--- src/hw/timer_pkg.sv ---
package timer_pkg;

  // register offsets on the 3-bit register port
  localparam logic [2:0] OFS_CTRL0 = 3'h0;
  localparam logic [2:0] OFS_CTRL1 = 3'h1;
  localparam logic [2:0] OFS_CNT_LO = 3'h2;
  localparam logic [2:0] OFS_CNT_HI = 3'h3;
  localparam logic [2:0] OFS_CMPA_LO = 3'h4;
  localparam logic [2:0] OFS_CMPA_HI = 3'h5;
  localparam logic [2:0] OFS_CMPP_LO = 3'h6;
  localparam logic [2:0] OFS_CMPP_HI = 3'h7;

  // values after reset
  localparam logic [7:0] RST_CTRL0 = 8'h00;
  localparam logic [7:0] RST_CTRL1 = 8'h00;
  localparam logic [9:0] RST_CNT = 10'h000;
  localparam logic [9:0] RST_CMPA = 10'h000;
  localparam logic [9:0] RST_CMPP = 10'h000;

  // field positions
  localparam int CTRL0_ON_BIT = 3;

  // prescaler terminal counts
  localparam logic [1:0] SYS_DIV4_LAST = 2'h3;
  localparam logic [3:0] HI_DIV16_LAST = 4'hf;
  localparam logic [5:0] HI_DIV64_LAST = 6'h3f;

  typedef enum logic [1:0] {
    MODE_CMP = 2'b00,
    MODE_CAP = 2'b01,
    MODE_PWM = 2'b10,
    MODE_TMR = 2'b11
  } mode_t;

  typedef enum logic [2:0] {
    CK_SYS4 = 3'b000,
    CK_SYS = 3'b001,
    CK_HI16 = 3'b010,
    CK_HI64 = 3'b011,
    CK_TBC = 3'b100,
    CK_HI = 3'b101,
    CK_EXT_R = 3'b110,
    CK_EXT_F = 3'b111
  } clk_sel_t;

  typedef struct packed {
    logic       pause_control;
    clk_sel_t   clock_select;
    logic       counter_on;
    logic [2:0] unused;
  } ctrl0_t;

  typedef struct packed {
    mode_t      mode_select;
    logic [1:0] output_function;
    logic       output_level_control;
    logic       output_invert;
    logic       capture_source_select;
    logic       clear_select;
  } ctrl1_t;

  typedef struct packed {
    logic [2:0] addr;
    logic [7:0] wdata;
    logic       wr;
    logic       rd;
  } reg_req_t;

endpackage : timer_pkg

--- src/hw/periodic_timer_10bit.sv ---
`timescale 1ns/10ps
// Contract
// 10-bit up-counter advances on selected clock tick
// clock select picks one of eight sources
// pause holds counter, resume from held value
// counter-on rise clears; off keeps residual value
// software cannot load the counter
// overflow or selected match clears, raises flag
// counter-on rise restores initial output level
// mode select picks mode; timer mode pin unused
// software switches timer off before mode change
// compare A match drives pin per function
// requested level equal initial gives no change
// pwm function: inactive, active, pwm, single
// software changes pwm function only when off
// capture edge select: rise, fall, both, off
// capture source: capture pin or clock pin
// level bit: initial level or pwm active
// invert bit flips pin except timer mode; the pin is also held low in capture mode
// clear select: A match or P match/overflow
// clear select ignored in pwm, pulse, capture
// counter readable as low byte, high bits
// compare A held as read/write byte pair
// two comparators check counter continuously
// compare A zero: overflow at 3ff, no flag
// duty at or above period gives full duty
// clear select zero raises both match flags
// pin edges synchronised before use
module periodic_timer_10bit (
  input  wire logic              clk,
  input  wire logic              sys_rst,
  input  wire timer_pkg::reg_req_t reg_req,
  output logic [7:0]             reg_rdata,
  input  wire logic              high_clock_tick,
  input  wire logic              timebase_clock_tick,
  input  wire logic              ext_clock_pin,
  input  wire logic              capture_input_pin,
  output logic                   timer_out,
  output logic                   timer_out_en,
  output logic                   compare_a_flag,
  output logic                   compare_p_flag
);
  import timer_pkg::*;

  function automatic logic hits(input logic [9:0] nxt,
                                input logic [9:0] cmp);
    hits = (nxt == cmp);
  endfunction : hits

  ctrl0_t     ctrl0_ff;
  ctrl1_t     ctrl1_ff;
  logic [9:0] cnt_ff;
  logic [9:0] cmpa_ff;
  logic [9:0] cmpp_ff;
  logic       on_d_ff;
  logic [1:0] div4_ff;
  logic [5:0] hdiv_ff;
  logic [1:0] ext_sync_ff;
  logic [1:0] cap_sync_ff;
  logic       ext_d_ff;
  logic       cap_d_ff;
  logic       state_ff;
  logic [7:0] rdata_ff;
  logic       out_ff;
  logic       out_en_ff;
  logic       aflag_ff;
  logic       pflag_ff;

  logic       wr_ctrl0;
  logic       wr_ctrl1;
  logic       ext_rise;
  logic       ext_fall;
  logic       cap_src;
  logic       cap_prev;
  logic       cap_rise;
  logic       cap_fall;
  logic       tick;
  logic       run;
  logic       on_rise;
  logic [9:0] cnt_plus;
  logic       a_hit;
  logic       p_hit;
  logic       cmp_like;
  logic       single;
  logic       pwm;
  logic       clr_hit;
  logic       a_flag_ev;
  logic       p_flag_ev;
  logic       cap_ev;
  logic       sp_trig;
  logic       sp_stop;
  logic       req_lvl;
  logic       cmp_act;
  logic       pwm_act;
  logic       act;
  logic       nxt_state;
  logic       nxt_on;
  logic [9:0] nxt_cnt;
  logic [7:0] nxt_rdata;
  logic       nxt_out;
  logic       nxt_out_en;

  assign wr_ctrl0 = reg_req.wr && reg_req.addr == OFS_CTRL0;
  assign wr_ctrl1 = reg_req.wr && reg_req.addr == OFS_CTRL1;

  // pin edges seen only after the second sync stage
  assign ext_rise = ext_sync_ff[1] && !ext_d_ff;
  assign ext_fall = !ext_sync_ff[1] && ext_d_ff;
  assign cap_src = ctrl1_ff.capture_source_select ? ext_sync_ff[1]
                                                  : cap_sync_ff[1];
  assign cap_prev = ctrl1_ff.capture_source_select ? ext_d_ff : cap_d_ff;
  assign cap_rise = cap_src && !cap_prev;
  assign cap_fall = !cap_src && cap_prev;

  // counter clock source
  always_comb
  begin
    unique case (ctrl0_ff.clock_select)
      CK_SYS4: tick = (div4_ff == SYS_DIV4_LAST);
      CK_SYS: tick = 1'b1;
      CK_HI16: tick = high_clock_tick && hdiv_ff[3:0] == HI_DIV16_LAST;
      CK_HI64: tick = high_clock_tick && hdiv_ff == HI_DIV64_LAST;
      CK_TBC: tick = timebase_clock_tick;
      CK_HI: tick = high_clock_tick;
      CK_EXT_R: tick = ext_rise;
      CK_EXT_F: tick = ext_fall;
    endcase
  end

  assign on_rise = ctrl0_ff.counter_on && !on_d_ff;
  assign run = ctrl0_ff.counter_on && !ctrl0_ff.pause_control && tick;
  assign cnt_plus = 10'(cnt_ff + 10'h001);

  // match means the counter is about to reach the compare value
  // no match in the clearing cycle, the counter restarts from zero there
  assign a_hit = run && !on_rise && hits(cnt_plus, cmpa_ff);
  assign p_hit = run && !on_rise && hits(cnt_plus, cmpp_ff);

  assign cmp_like = ctrl1_ff.mode_select == MODE_CMP
                 || ctrl1_ff.mode_select == MODE_TMR;
  assign pwm = ctrl1_ff.mode_select == MODE_PWM;
  assign single = pwm && ctrl1_ff.output_function == 2'b11;

  // clear select only steers the compare and timer modes
  assign clr_hit = cmp_like ? (ctrl1_ff.clear_select ? a_hit : p_hit)
                            : (!single && p_hit);

  assign cap_ev = ctrl1_ff.mode_select == MODE_CAP && ctrl0_ff.counter_on
               && ((ctrl1_ff.output_function == 2'b00 && cap_rise)
                || (ctrl1_ff.output_function == 2'b01 && cap_fall)
                || (ctrl1_ff.output_function == 2'b10
                    && (cap_rise || cap_fall)));

  // a zero compare A is the overflow and raises no flag
  assign a_flag_ev = (ctrl1_ff.mode_select == MODE_CAP) ? cap_ev
                   : (a_hit && cmpa_ff != RST_CMPA);
  assign p_flag_ev = p_hit && !single
                  && !(cmp_like && ctrl1_ff.clear_select);

  // single pulse: clock pin starts it, compare A ends it
  assign sp_trig = single && ext_rise;
  assign sp_stop = single && a_hit;
  assign nxt_on = sp_trig ? 1'b1
                : sp_stop ? 1'b0
                : wr_ctrl0 ? reg_req.wdata[CTRL0_ON_BIT]
                : ctrl0_ff.counter_on;

  // only clears reach the counter from software
  assign nxt_cnt = (on_rise || clr_hit) ? RST_CNT
                 : run ? cnt_plus : cnt_ff;

  // compare mode pin state before inversion
  assign req_lvl = ctrl1_ff.output_function == 2'b11 ? !state_ff
                 : ctrl1_ff.output_function[1];
  assign cmp_act = ctrl1_ff.output_function != 2'b00
                && req_lvl != ctrl1_ff.output_level_control;
  assign nxt_state = on_rise ? ctrl1_ff.output_level_control
                   : (ctrl1_ff.mode_select == MODE_CMP && a_flag_ev
                      && cmp_act) ? req_lvl : state_ff;

  always_comb
  begin
    unique case (ctrl1_ff.output_function)
      2'b00: pwm_act = 1'b0;
      2'b01: pwm_act = 1'b1;
      2'b10: pwm_act = ctrl0_ff.counter_on && !on_rise
                    && ((cmpp_ff != RST_CMPP && cmpa_ff >= cmpp_ff)
                     || cnt_ff < cmpa_ff);
      2'b11: pwm_act = ctrl0_ff.counter_on && !on_rise;
    endcase
  end

  assign act = pwm ? (pwm_act ? ctrl1_ff.output_level_control
                              : !ctrl1_ff.output_level_control)
                   : state_ff;
  assign nxt_out_en = ctrl1_ff.mode_select == MODE_CMP || pwm;
  assign nxt_out = nxt_out_en && (act ^ ctrl1_ff.output_invert);

  always_comb
  begin
    unique case (reg_req.addr)
      OFS_CTRL0: nxt_rdata = {ctrl0_ff[7:3], 3'h0};
      OFS_CTRL1: nxt_rdata = ctrl1_ff;
      OFS_CNT_LO: nxt_rdata = cnt_ff[7:0];
      OFS_CNT_HI: nxt_rdata = {6'h00, cnt_ff[9:8]};
      OFS_CMPA_LO: nxt_rdata = cmpa_ff[7:0];
      OFS_CMPA_HI: nxt_rdata = {6'h00, cmpa_ff[9:8]};
      OFS_CMPP_LO: nxt_rdata = cmpp_ff[7:0];
      OFS_CMPP_HI: nxt_rdata = {6'h00, cmpp_ff[9:8]};
    endcase
  end

  always_ff @(posedge clk)
  begin
    if (sys_rst)
    begin
      ctrl0_ff <= ctrl0_t'(RST_CTRL0);
      ctrl1_ff <= ctrl1_t'(RST_CTRL1);
      on_d_ff <= 1'b0;
      cnt_ff <= RST_CNT;
      state_ff <= 1'b0;
    end
    else
    begin
      if (wr_ctrl0)
        ctrl0_ff[7:4] <= reg_req.wdata[7:4];
      ctrl0_ff.counter_on <= nxt_on;
      if (wr_ctrl1)
        ctrl1_ff <= ctrl1_t'(reg_req.wdata);
      on_d_ff <= ctrl0_ff.counter_on;
      cnt_ff <= nxt_cnt;
      state_ff <= nxt_state;
    end
  end

  // compare registers; a capture wins over a software write
  always_ff @(posedge clk)
  begin
    if (sys_rst)
    begin
      cmpa_ff <= RST_CMPA;
      cmpp_ff <= RST_CMPP;
    end
    else
    begin
      if (cap_ev)
        cmpa_ff <= cnt_ff;
      else if (reg_req.wr && reg_req.addr == OFS_CMPA_LO)
        cmpa_ff[7:0] <= reg_req.wdata;
      else if (reg_req.wr && reg_req.addr == OFS_CMPA_HI)
        cmpa_ff[9:8] <= reg_req.wdata[1:0];
      if (reg_req.wr && reg_req.addr == OFS_CMPP_LO)
        cmpp_ff[7:0] <= reg_req.wdata;
      if (reg_req.wr && reg_req.addr == OFS_CMPP_HI)
        cmpp_ff[9:8] <= reg_req.wdata[1:0];
    end
  end

  always_ff @(posedge clk)
  begin
    if (sys_rst)
    begin
      div4_ff <= 2'h0;
      hdiv_ff <= 6'h00;
      ext_sync_ff <= 2'h0;
      cap_sync_ff <= 2'h0;
      ext_d_ff <= 1'b0;
      cap_d_ff <= 1'b0;
    end
    else
    begin
      div4_ff <= 2'(div4_ff + 2'h1);
      if (high_clock_tick)
        hdiv_ff <= 6'(hdiv_ff + 6'h01);
      ext_sync_ff <= {ext_sync_ff[0], ext_clock_pin};
      cap_sync_ff <= {cap_sync_ff[0], capture_input_pin};
      ext_d_ff <= ext_sync_ff[1];
      cap_d_ff <= cap_sync_ff[1];
    end
  end

  always_ff @(posedge clk)
  begin
    if (sys_rst)
    begin
      rdata_ff <= 8'h00;
      out_ff <= 1'b0;
      out_en_ff <= 1'b0;
      aflag_ff <= 1'b0;
      pflag_ff <= 1'b0;
    end
    else
    begin
      rdata_ff <= reg_req.rd ? nxt_rdata : 8'h00;
      out_ff <= nxt_out;
      out_en_ff <= nxt_out_en;
      aflag_ff <= a_flag_ev;
      pflag_ff <= p_flag_ev;
    end
  end

  assign reg_rdata = rdata_ff;
  assign timer_out = out_ff;
  assign timer_out_en = out_en_ff;
  assign compare_a_flag = aflag_ff;
  assign compare_p_flag = pflag_ff;
endmodule : periodic_timer_10bit

--- config.mk ---
export PLATFORM = sky130hd
export DESIGN_NAME = periodic_timer_10bit
export DESIGN_NICKNAME = d
export VERILOG_FILES = /design/src/hw/timer_pkg.sv /design/src/hw/periodic_timer_10bit.sv
export SDC_FILE = /design/constraint.sdc
export NUM_CORES = 1
export LEC_CHECK = 0
export ABC_AREA = 1
export ABC_CLOCK_PERIOD_IN_PS = 5800
export BUFFER_PORTS_ARGS = -buffer_cell sky130_fd_sc_hd__buf_4
export CORE_MARGIN = 2
export CORE_UTILIZATION = 45
export CTS_CLUSTER_DIAMETER = 50
export DETAILED_ROUTE_END_ITERATION = 12
export GPL_TIMING_DRIVEN = 0
export PLACE_DENSITY = 0.65
export SETUP_SLACK_MARGIN = 0.3
export SLEW_MARGIN = 20
export SYNTH_ARGS = -nofsm -noshare
export SYNTH_HDL_FRONTEND = slang
export SYNTH_SLANG_ARGS = --single-unit
--- constraint.sdc ---
create_clock -name clk -period 5.8 [get_ports clk]
set_input_delay 0.58 -clock clk [delete_from_list [all_inputs] [get_ports clk]]
set_output_delay 0.58 -clock clk [all_outputs]
set_load 0.05 [all_outputs]
* Word level (Yosys, flattened, before mapping)
Index checks and enable logic that the tools add are counted.
Widths: inputs -> output; s select.
** Storage, ports and cells
- Logic and storage cells :: 150
- Register bits :: 71
- Input port bits :: 19
** Operators by class
- Reduce and logical (&&, ||, !) cells :: 69
- Multiplexer cells :: 20
- Equal/unequal tests :: 27
- Order comparisons :: 2
- Bitwise logic cells :: 2
- Add/subtract/negate cells :: 3
** Operators with widths (count)
- $pmux 8 s8 :: 1
- $logic_and 1x1->1 :: 37
- $eq 3x3->1 const B :: 8
- $eq 10x10->1 :: 2
- $reduce_bool 10->1 :: 2
- $mux 1 :: 13
- $eq 3x2->1 const B :: 4
- $logic_not 1->1 :: 11
- $add 10x1->10 const B :: 1
- $eq 2x2->1 const B :: 5
- $ge 10x10->1 :: 1
- $lt 10x10->1 :: 1
- $mux 10 :: 1
- $mux 8 :: 1
- $pmux 1 s8 :: 1
- $reduce_bool 2->1 :: 4
- $logic_or 1x1->1 :: 7
- $add 6x1->6 const B :: 1
- $eq 3x1->1 const B :: 2
- $eq 6x6->1 const B :: 1
- $logic_not 3->1 :: 2
- $eq 2x1->1 const B :: 2
- $eq 4x4->1 const B :: 1
- $logic_not 2->1 :: 2
- other kinds (10) :: 12

* Longest topological paths before layout
Gate-level depths: netlist of run 1.
- Depth in word-level cells :: 12
- Depth in mapped cells :: 17
- Depth with buffers taken out :: 16

* Worst setup path after synthesis of run 1
OpenSTA, ideal clock, no wires.
- Path type :: register -> register
- Start :: register cnt_ff[0]
- End :: register state_ff
- Setup slack :: 3892 ps
- Data required time :: 5685 ps
- Arrival :: 1793 ps
- Library setup time :: 115 ps
- Cell stages (with the launch flop) :: 16
- Period minus slack after synthesis :: 1908 ps
- Path through :: dfxtp_1 > buf_4 > inv_1 > ha_1 > a21oi_1 > nand2_1 > nor2_1 > nand3_1 > nor2_1 > nand3_1 > nor2_2 > nand3_1 > nand2_1 > nand2_1 > a21oi_1 > nor2_1
** Between the ends
- Longest elaborated chain between the ends :: 8
** RTL lines
- start: declaration :: line periodic_timer_10bit.sv:52 : logic [9:0] cnt_ff;
- start signal: assignment :: line periodic_timer_10bit.sv:231 : cnt_ff <= nxt_cnt;
- $add 10x1->10 :: line periodic_timer_10bit.sv:132 : assign cnt_plus = 10'(cnt_ff + 10'h001);
- net cnt_plus[0] :: line periodic_timer_10bit.sv:80 : logic [9:0] cnt_plus;
- $eq 10x10->1 :: line periodic_timer_10bit.sv:47 : hits = (nxt == cmp);
- $logic_and 1x1->1 :: line periodic_timer_10bit.sv:136 : assign a_hit = run && !on_rise && hits(cnt_plus, cmpa_ff);
- $logic_and 1x1->1 :: line periodic_timer_10bit.sv:156 : : (a_hit && cmpa_ff != RST_CMPA);
- $mux 1 :: line periodic_timer_10bit.sv:155 : assign a_flag_ev = (ctrl1_ff.mode_select == MODE_CAP) ? cap_ev
- $logic_and 1x1->1 :: line periodic_timer_10bit.sv:178 : : (ctrl1_ff.mode_select == MODE_CMP && a_flag_ev
- $logic_and 1x1->1 :: line periodic_timer_10bit.sv:179 : && cmp_act) ? req_lvl : state_ff;
- $reduce_bool 2->1 (no source line)
- end signal: assignment :: line periodic_timer_10bit.sv:232 : state_ff <= nxt_state;
- end: declaration :: line periodic_timer_10bit.sv:62 : logic state_ff;
The timed path passes the listed nets, and every way through them passes these cells.
A chain may end at the register's enable or synchronous reset.

* Worst setup path in the final report of run 1
- Start :: register ctrl1_ff[1] in the netlist's numbering
- End :: register cmpa_ff[1]
** Between the ends
- Longest elaborated chain between the ends :: 8
** RTL lines
- start: declaration :: line periodic_timer_10bit.sv:51 : ctrl1_t ctrl1_ff;
- start signal: assignment :: line periodic_timer_10bit.sv:218 : ctrl1_ff <= ctrl1_t'(RST_CTRL1);
- start signal: assignment :: line periodic_timer_10bit.sv:229 : ctrl1_ff <= ctrl1_t'(reg_req.wdata);
- $mux 1, on equally long branches :: line periodic_timer_10bit.sv:111, periodic_timer_10bit.sv:109
- $logic_not 1->1, on equally long branches :: line periodic_timer_10bit.sv:112, periodic_timer_10bit.sv:113
- $logic_and 1x1->1, on equally long branches :: line periodic_timer_10bit.sv:112, periodic_timer_10bit.sv:113
- $logic_and 1x1->1 (tied with other cells) :: line periodic_timer_10bit.sv:149 : && ((ctrl1_ff.output_function == 2'b00 && cap_rise)
- $logic_or 1x1->1 or $logic_and 1x1->1 (tied branches) :: line periodic_timer_10bit.sv:150, periodic_timer_10bit.sv:152
- $logic_or 1x1->1 (*) :: line periodic_timer_10bit.sv:151 : || (ctrl1_ff.output_function == 2'b10
- $logic_and 1x1->1 (*) :: line periodic_timer_10bit.sv:149
- $mux 10 or $reduce_bool 2->1 (tied branches)
- end signal: assignment :: line periodic_timer_10bit.sv:247 : cmpa_ff <= cnt_ff;
- end signal: assignment :: line periodic_timer_10bit.sv:249 : cmpa_ff[7:0] <= reg_req.wdata;
- end: declaration :: line periodic_timer_10bit.sv:53 : logic [9:0] cmpa_ff;
Every way passes the cells marked *; elsewhere a longest branch is shown, timed or not.

==> results of run 1 <==
## flip-flops by register name, summed over array words and instances, names as in the netlist, 2 cells and up
register,cells
cnt_ff,10
ctrl0_ff,5
ext_sync_ff,2
cmpa_ff,10
cap_sync_ff,2
hdiv_ff,6
cmpp_ff,10
div4_ff,2
reg_rdata,8
ctrl1_ff,8
## critical path, cell delays in order (launching register included)
cell and delay, ns:
dfxtp_1 0.37, o21ai_0 0.25, inv_1 0.07, ha_1 0.27, o311ai_0 0.50, nand2_1 0.19
clkbuf_1 0.32, inv_1 0.25, nand2_1 0.07, o21ai_0 0.07, o21ai_0 0.09, inv_1 0.08
## final cells by class
| class | count | area, sq um |
|---|---|---|
| Inverter | 106 | 398 |
| Sequential cell | 71 | 1420 |
| Tap cell | 111 | 139 |
| Timing Repair Buffer | 30 | 225 |
| Multi-Input combinational cell | 424 | 2320 |
| Clock buffer | 10 | 138 |
| Clock inverter | 6 | 45.0 |
| Fill cell | 948 | 4410 |
| Buffer | 12 | 60.1 |
## cells by family after synthesis
group           count (synthesis)
simple gates                  246
compound gates                140
buf+inv                       118
flops                          71
fa+ha+maj                      28
xor+xnor                       10
## report_power, final
group          internal [mW]  total (mW)  leakage [nW]  switching, mW
Clock                  0.169       0.381        0.0902          0.211
Sequential             0.501       0.513         0.577         0.0118
Combinational         0.0438       0.127          1.38         0.0828
Total                  0.714        1.02          2.05          0.306
## worst min-delay path by stage
stage	start	end	slack, ns	depth (start not counted)
after floorplan	cap_sync_ff[0]$_SDFF_PP0_	cap_sync_ff[1]$_SDFF_PP0_	0.39	2
after global routing	ext_clock_pin	ext_sync_ff[0]$_SDFF_PP0_	0.42	3
final	ext_sync_ff[0]$_SDFF_PP0_	ext_sync_ff[1]$_SDFF_PP0_	0.41	2
after detailed placement	ext_sync_ff[0]$_SDFF_PP0_	ext_sync_ff[1]$_SDFF_PP0_	0.40	2
after CTS	ext_sync_ff[0]$_SDFF_PP0_	ext_sync_ff[1]$_SDFF_PP0_	0.41	2
after global placement	ext_sync_ff[0]$_SDFF_PP0_	ext_sync_ff[1]$_SDFF_PP0_	0.39	2
## routing by layer
| layer | track usage (%) | vias to the layer above | part of all wire, % |
|---|---|---|---|
| met4 | 8.01 | 0 | 1.8 |
| met2 | 43.5 | 124 | 46 |
| met1 | 37.3 | 1903 | 47 |
| li1 | - | 2103 | - |
| met3 | 4.85 | 18 | 5.1 |
| met5 | 0 | - | 0 |
## placed cells by master (no fill, tap or decap), types with 15 or more instances in the layout
cell type,instances
inv_1,106
o21ai_0,55
nor3_1,20
a21oi_1,48
nand3_1,34
buf_4,32
nor2_1,56
dfxtp_1,71
nand2_1,111
o22ai_1,15
ha_1,28
==> results.json, run 1 <==
{
  "status": "finished clean",
  "path_class": "flip-flop to flip-flop",
  "yosysSeqAreaShare_pct": 33.9,
  "path_clk_slew_ns": 0.08,
  "io_pins": 31,
  "arrival_ns": 2.91,
  "fp-row-count": 35,
  "finalHoldViolCount": 0,
  "ctsRootBufferMaster": "clkbuf_8",
  "power.density_nw_per_um2": 215,
  "synth_nets": 660,
  "gr-usage-all-layers_pct": 27.2,
  "synth_largest_area_cell": "dfxtp_1",
  "timing.hold.ws_ns": 0.408,
  "synth_warnings": 0,
  "synth_area_sq_um": 4200,
  "dp.cells": 754,
  "relSlewSlack_pct": 56.3,
  "cts_tree": "done",
  "synth_mux_area_share_pct": 0,
  "fmax_mhz": 383,
  "grt_overflow": 0,
  "r2r-end": "cmpa_ff[1]$_SDFFE_PP0P_",
  "slew_viol_final": 0,
  "h-tree-depth": 3,
  "setup_viol": 0,
  "ant_nets": 0,
  "syn_avg_cell_area_sq_um": 6.85,
  "dp_slack_ns": 3.30,
  "rsz0062_at_grt": "false",
  "synthAdderAreaFrac_pct": 8.35,
  "synth.ff_latch_count": 71,
  "cp-end-kind": "flip-flop",
  "viasPerCell": 5.39,
  "antenna_found_initial": 0,
  "numPortBuffers": 30,
  "die_h_um": 101,
  "cp_data_required_time_ns": 6.10,
  "wl_mm": 13.0,
  "vias": 4148,
  "start_util_pct": 45.9,
  "crit_start": "ctrl1_ff[1]$_SDFFE_PP0P_",
  "drc": 0,
  "critical_path.endpoint": "cmpa_ff[1]$_SDFFE_PP0P_",
  "r2r_cells": 11,
  "grt_max_degree": 14,
  "die_area_sq_um": 10100,
  "p_leak_nw": 2.05,
  "nNetsFinal": 701,
  "cap_violations": 0,
  "cts_hold_buf": 0,
  "ys_async_sr_fraction_pct": 0,
  "synth_top_family_by_area": "simple AND/OR/NAND/NOR gates",
  "cts_setup_buffers": 0,
  "grt_pass1_wl_mm": 21.1,
  "clockBufferDepth": 2,
  "routedWlPerCell_um": 16.9,
  "min_period_ns": 2.61,
  "area_growth_pct": 13.0,
  "first_pass_iters": 5,
  "drive_gt1_share_pct": 10.0,
  "clkSinkCount": 71,
  "netlist_instances": 613,
  "grt_pass1_vias": 3959,
  "netlist.area_leader.share_pct": 33.9,
  "synth_simple_gate_area_share_pct": 25.9,
  "ctsResizeCount": 0,
  "final_area_sq_um": 4740,
  "hp-class": "flip-flop to flip-flop",
  "synth_top_flop_cell": "dfxtp_1",
  "cp-start-kind": "flip-flop",
  "final_core_util_pct": 51.8,
  "cts_buffers": 9,
  "layout_setup_ws_ns": 3.19,
  "fp.coreArea_sq_um": 9150,
  "finalClockSkew_ns": 0.00639,
  "die_w_um": 101,
  "synth_compound_area_share_pct": 18.9,
  "fin_cells": 770,
  "insertion_delay_ns": 0.36,
  "placed_area_sq_um": 4560,
  "finalSetupTns_ns": 0,
  "rrSetupSlack_ns": 3.19,
  "power.total_mw": 1.02,
  "crit_fanout": 10,
  "synth.most_common_cell": "nand2_1",
  "yosys.cell_types.count": 35,
  "synth_edf_count": 0,
  "vdd_drop_max_mv": 0.124,
  "ys_top_cells_by_count": "111 x nand2_1, 106 x inv_1, 71 x dfxtp_1",
  "antenna_cells": 0,
  "finalCritPeriodShare_pct": 45.1,
  "place_congestion": 1.01,
  "synth_area_leaders": "dfxtp_1 34%, nand2_1 9.9%, inv_1 9.5%",
  "worstMarginPinSlew_ns": 0.651,
  "hpwl_mm": 10.3,
  "drt-initial-drc-count": 371,
  "synth-xor-area-share_pct": 2.09,
  "reg2reg_from": "ctrl1_ff[1]$_SDFFE_PP0P_"
}
Power figures use the tool's default switching activity.
==> run 2: changes to the inputs <==
- ABC_CLOCK_PERIOD_IN_PS: 5800 -> 2600
- clock period: 5.8 -> 2.6 ns (I/O delays scaled with it)
==> results.json, run 2 (synthesis gave the netlist of run 1 again) <==
{
  "min_period_ns": 2.18,
  "worstMarginPinSlew_ns": 0.586,
  "final_common_cell": "nand2_1",
  "power.density_nw_per_um2": 466,
  "die_w_um": 101,
  "layout_setup_ws_ns": 0.422,
  "finalSetupTns_ns": 0,
  "hp-class": "input port to flip-flop",
  "crit_fanout": 5,
  "placed_area_sq_um": 4560,
  "cap_violations": 0,
  "die_h_um": 101,
  "dp_slack_ns": 0.0993,
  "finalClockSkew_ns": 0.00809,
  "start_util_pct": 45.9,
  "reg_top3": "cmpa_ff x10, cmpp_ff x10, cnt_ff x10",
  "intPower_mw": 1.60,
  "grt_max_degree": 14,
  "vdd_drop_max_mv": 0.276,
  "cp-start-kind": "flip-flop",
  "layout_common_cells": "111 x nand2_1, 104 x inv_1, 64 x dfxtp_1, 55 x nor2_1, 53 x o21ai_0",
  "insertion_delay_ns": 0.36,
  "grt_overflow": 0,
  "path_class": "flip-flop to flip-flop",
  "fp.coreArea_sq_um": 9150,
  "grt_pass1_wl_mm": 21.1,
  "wl_mm": 13.3,
  "status": "finished clean",
  "cp-end-kind": "flip-flop",
  "combPwrFrac_pct": 12.8,
  "ant_nets": 0,
  "finalCritPeriodShare_pct": 83.8,
  "power.total_mw": 2.29,
  "nNetsFinal": 707,
  "relSlewSlack_pct": 60.7,
  "cp_data_required_time_ns": 2.85,
  "antenna_found_initial": 0,
  "setup_viol": 0,
  "p_sw_share_pct": 30.2,
  "drc": 0,
  "numPortBuffers": 30,
  "vias": 4224,
  "clockBufferDepth": 2,
  "slew_viol_final": 0,
  "path_clk_slew_ns": 0.08,
  "h-tree-depth": 3,
  "p_clk_share_pct": 37.1,
  "die_area_sq_um": 10100,
  "cts_tree": "done",
  "routedWlPerCell_um": 17.2,
  "fmax_mhz": 459,
  "seqPwrFrac_pct": 50.0,
  "fp-row-count": 35,
  "ctsRootBufferMaster": "clkbuf_8",
  "drive_gt1_share_pct": 13.5,
  "multiInputGateArea_sq_um": 2420,
  "seqCellArea_sq_um": 1440,
  "gr-usage-all-layers_pct": 27.2,
  "p_leak_nw": 2.09,
  "netSwitchingPower_uw": 692,
  "grt_pass1_vias": 3959,
  "drt-initial-drc-count": 310,
  "io_pins": 31,
  "arrival_ns": 2.43,
  "hpwl_mm": 10.3,
  "clkSinkCount": 71,
  "first_pass_iters": 5,
  "n_fill_cell": 934,
  "finalHoldViolCount": 0,
  "cts_buffers": 9,
  "viasPerCell": 5.44,
  "antenna_cells": 0,
  "place_congestion": 1.01,
  "rsz0062_at_grt": "true",
  "area_growth_pct": 16.9,
  "final_area_sq_um": 4910
}
## run 2: worst paths after layout
path,startpoint,end,slack (ns),depth (start not counted)
max reg2reg,cnt_ff[0]$_SDFFE_PP0N_,cnt_ff[6]$_SDFFE_PP0N_,0.42,13
max,cnt_ff[0]$_SDFFE_PP0N_,cnt_ff[6]$_SDFFE_PP0N_,0.42,13
min reg2reg,ext_sync_ff[0]$_SDFF_PP0_,ext_sync_ff[1]$_SDFF_PP0_,0.41,2
min,ext_clock_pin,ext_sync_ff[0]$_SDFF_PP0_,0.1,3
## run 2: cell type report
class                      instances  share of cell area (%)
clock inverter                     6                   0.918
timing repair buffer              35                    5.35
clock buffer                      10                    2.80
inverter                         106                    8.18
buffer                            12                    1.38
multi-input combinational        425                    49.3
tap                              111                    2.83
sequential                        71                    29.2
## run 2: power by group through the flow
stage                     registers, mW  clock network [mW]  logic, mW
after global placement             1.17                   0      0.273
after floorplan                    1.17                   0      0.171
after detailed placement           1.17                   0      0.278
after CTS                          1.14               0.865      0.280
after global routing               1.15               0.914      0.332
final                              1.15               0.850      0.294
## run 2: worst max-delay path: stages, from the launching register on
cell	delay, ns
dfxtp_2	0.36
buf_6	0.12
clkinvlp_4	0.13
nor2_4	0.16
nand3_1	0.08
nand2_1	0.08
nand2_1	0.12
xor2_1	0.17
nor2_1	0.09
nand3_1	0.13
nor2_2	0.19
nand3_4	0.16
nor2_4	0.20
nor3_1	0.07
## run 2: repair_timing
action	CTS	global route
hold endpoints to repair	0	0
gates resized for setup	5	28
hold buffers	0	0
gates cloned	0	1
buffers inserted	0	5
pin swaps	0	8
endpoints found under the setup margin	21	23
## run 2: layer usage
layer / global-route usage [%] / part of all wire (%) / vias to the layer above
met5: 0 / 0 / -
met4: 8.01 / 2.6 / 0
met3: 4.85 / 5.5 / 28
met2: 43.5 / 46 / 119
met1: 37.3 / 46 / 1955
li1: - / - / 2122
## run 2: through the flow
step	utilization [%]	cells	hold slack (ns)
after detailed placement	49.8	754	0.396
after CTS	51.9	770	0.0958
final	53.6	776	0.0974
after global routing	53.6	776	0.101
after global placement	49.8	754	0.394
after floorplan	-	613	0.339
==> run 3: changes to the inputs <==
- ABC_AREA: 1 -> 0
- ABC_CLOCK_PERIOD_IN_PS: 2600 -> 2300
- clock period: 2.6 -> 2.3 ns (I/O delays scaled with it)
==> results.json, run 3 <==
{
  "power.density_nw_per_um2": 438,
  "reg_top3": "cmpa_ff x10, cmpp_ff x10, cnt_ff x10",
  "wl_met3_um": 977,
  "synth_edf_count": 0,
  "violations": "setup timing",
  "min_period_ns": 2.53,
  "viasPerCell": 5.85,
  "synth_largest_area_cell": "dfxtp_1",
  "met1_length_mm": 6.27,
  "insertion_delay_ns": 0.36,
  "grt_pass1_vias": 3995,
  "area_growth_pct": 33.6,
  "hold_depth": 2,
  "cts_tree": "done",
  "ys_top_cells_by_count": "71 x dfxtp_1, 55 x nand2_1, 55 x nor2_1",
  "routedWlPerCell_um": 19.4,
  "synth_top_flop_cell": "dfxtp_1",
  "slew_viol_final": 0,
  "r2r_cells": 10,
  "antenna_cells": 0,
  "hpwl_mm": 10.1,
  "antenna_found_initial": 0,
  "relSlewSlack_pct": 36.9,
  "n_fill_cell": 849,
  "hp-class": "input port to flip-flop",
  "final_common_cell": "buf_4",
  "die_w_um": 103,
  "netlist.area_leader.share_pct": 32.1,
  "yosysSeqAreaShare_pct": 32.1,
  "grt_pass1_wl_mm": 21.9,
  "grt_max_degree": 16,
  "die_h_um": 103,
  "path_class": "flip-flop to flip-flop",
  "cp-end-kind": "flip-flop",
  "rsz0062_at_grt": "true",
  "clkSinkCount": 71,
  "cts_hold_buf": 0,
  "arrival_ns": 2.80,
  "fp.coreArea_sq_um": 9680,
  "holdPathEnd": "cap_sync_ff[0]$_SDFF_PP0_",
  "drive_gt1_share_pct": 31.9,
  "h-tree-depth": 3,
  "ant_nets": 0,
  "fmax_mhz": 395,
  "synth.ff_latch_count": 71,
  "finalHoldViolCount": 0,
  "vias": 4359,
  "wl_mm": 14.4,
  "vdd_drop_max_mv": 0.300,
  "finalSetupTns_ns": -2.33,
  "synth_area_leaders": "dfxtp_1 32%, ha_1 7.9%, mux2i_1 5.2%",
  "reg2reg_from": "cnt_ff[0]$_SDFFE_PP0N_",
  "synth.most_common_cell": "dfxtp_1",
  "worstHoldStart": "capture_input_pin",
  "finalClockSkew_ns": 0.0164,
  "drt-initial-drc-count": 368,
  "r2r-end": "state_ff$_SDFFE_PP0P_",
  "rrSetupSlack_ns": -0.23,
  "path_clk_slew_ns": 0.10,
  "layout_setup_ws_ns": -0.230,
  "start_util_pct": 45.8,
  "gr-usage-all-layers_pct": 27.9,
  "p_leak_nw": 2.23,
  "cts_buffers": 9,
  "syn_avg_cell_area_sq_um": 8.38,
  "cp-start-kind": "flip-flop",
  "wl_met2_mm": 6.62,
  "first_pass_iters": 5,
  "grt_overflow": 0,
  "netlist_instances": 529,
  "crit_fanout": 4,
  "place_congestion": 0.997,
  "power.total_mw": 2.59,
  "worstMarginPinSlew_ns": 0.939,
  "ctsRootBufferMaster": "clkbuf_8",
  "cap_violations": 0,
  "fp-row-count": 36,
  "yosys.cell_types.count": 64,
  "crit_start": "cnt_ff[0]$_SDFFE_PP0N_",
  "highest_layer": "met4",
  "nNetsFinal": 654,
  "setup_viol": 12,
  "synth_warnings": 0,
  "synth_area_sq_um": 4430,
  "drc": 0,
  "finalCritPeriodShare_pct": 110,
  "die_area_sq_um": 10700,
  "synth_nets": 576,
  "io_pins": 31,
  "ys_async_sr_fraction_pct": 0,
  "clockBufferDepth": 2,
  "layout_common_cells": "55 x buf_4, 54 x nand2_1, 50 x dfxtp_1, 36 x nor2_1, 34 x a21oi_1",
  "cp_data_required_time_ns": 2.57,
  "status": "complete, but fails checks",
  "numPortBuffers": 30
}
[run 3: worst max-delay path, stage by stage (launching register included)]
cell	delay [ns]
dfxtp_2	0.35
buf_6	0.14
and3_4	0.14
buf_6	0.12
a311oi_2	0.29
nand4_1	0.17
a2111oi_2	0.25
and4_4	0.34
a21boi_4	0.08
or3_1	0.33
a311oi_1	0.22
[run 3: layer usage]
layer	GRT usage, %	vias up
li1	-	2032
met1	37.6	2069
met2	45.1	202
met3	4.50	56
met4	10.3	0
met5	0	-
[run 3: power breakdown]
group,internal (mW),switching [mW],leakage (nW),total [mW]
Clock,0.411,0.569,0.0892,0.980
Combinational,0.147,0.184,1.55,0.331
Sequential,1.25,0.0337,0.589,1.28
Total,1.81,0.786,2.23,2.59
[run 3: cell type report]
| type | count | area (sq um) | area share, % |
|---|---|---|---|
| inverter | 28 | 113 | 1.90 |
| tap | 133 | 166 | 2.81 |
| buffer | 31 | 216 | 3.65 |
| clock buffer | 9 | 124 | 2.09 |
| multi-input combinational | 399 | 3180 | 53.6 |
| timing repair buffer | 67 | 591 | 9.97 |
| sequential | 71 | 1470 | 24.8 |
| clock inverter | 7 | 66.3 | 1.12 |
[run 3: per-stage QoR]
step	hold slack, ns	setup slack (ns)	instance area (sq um)	cells	util [%]
finish	0.0748	-0.230	5920	745	61.2
global route	0.0933	-0.311	5920	745	61.2
CTS	0.0664	-0.204	5560	732	57.4
detailed placement	0.413	-0.477	4880	692	50.4
global placement	0.408	-0.456	4880	692	50.4
floorplan	0.358	-0.00927	4490	529	-
[run 3: how the worst max path moves through the flow]
stage	to	slack, ns	depth (start not counted)
floorplan	state_ff$_SDFFE_PP0P_	-0.009	10
detailed placement	cnt_ff[3]$_SDFFE_PP0N_	-0.48	9
CTS	state_ff$_SDFFE_PP0P_	-0.20	10
global route	state_ff$_SDFFE_PP0P_	-0.31	10
finish	state_ff$_SDFFE_PP0P_	-0.23	10
global placement	cnt_ff[1]$_SDFFE_PP0N_	-0.46	10
[run 3: cells by family (layout without fill, tap and decap cells)]
family / count (synthesis) / in the layout / share of synthesized area [%]
AOI/OAI and AO/OA: 112 / 112 / 17.3
xor gates and xnor gates: 34 / 34 / 7.65
adders and majority gates: 28 / 28 / 7.90
buffers and inverters: 59 / 142 / 5.50
DFF: 71 / 71 / 32.1
muxes: 28 / 28 / 7.22
and+or+nand+nor: 197 / 197 / 22.4
[run 3: what timing repair did]
| action | 4_1_cts | 5_1_grt |
|---|---|---|
| setup endpoints to repair | 25 | 25 |
| pin swaps | 10 | 18 |
| gates resized for setup | 88 | 67 |
| buffers inserted | 23 | 12 |
| cloned | 1 | 1 |
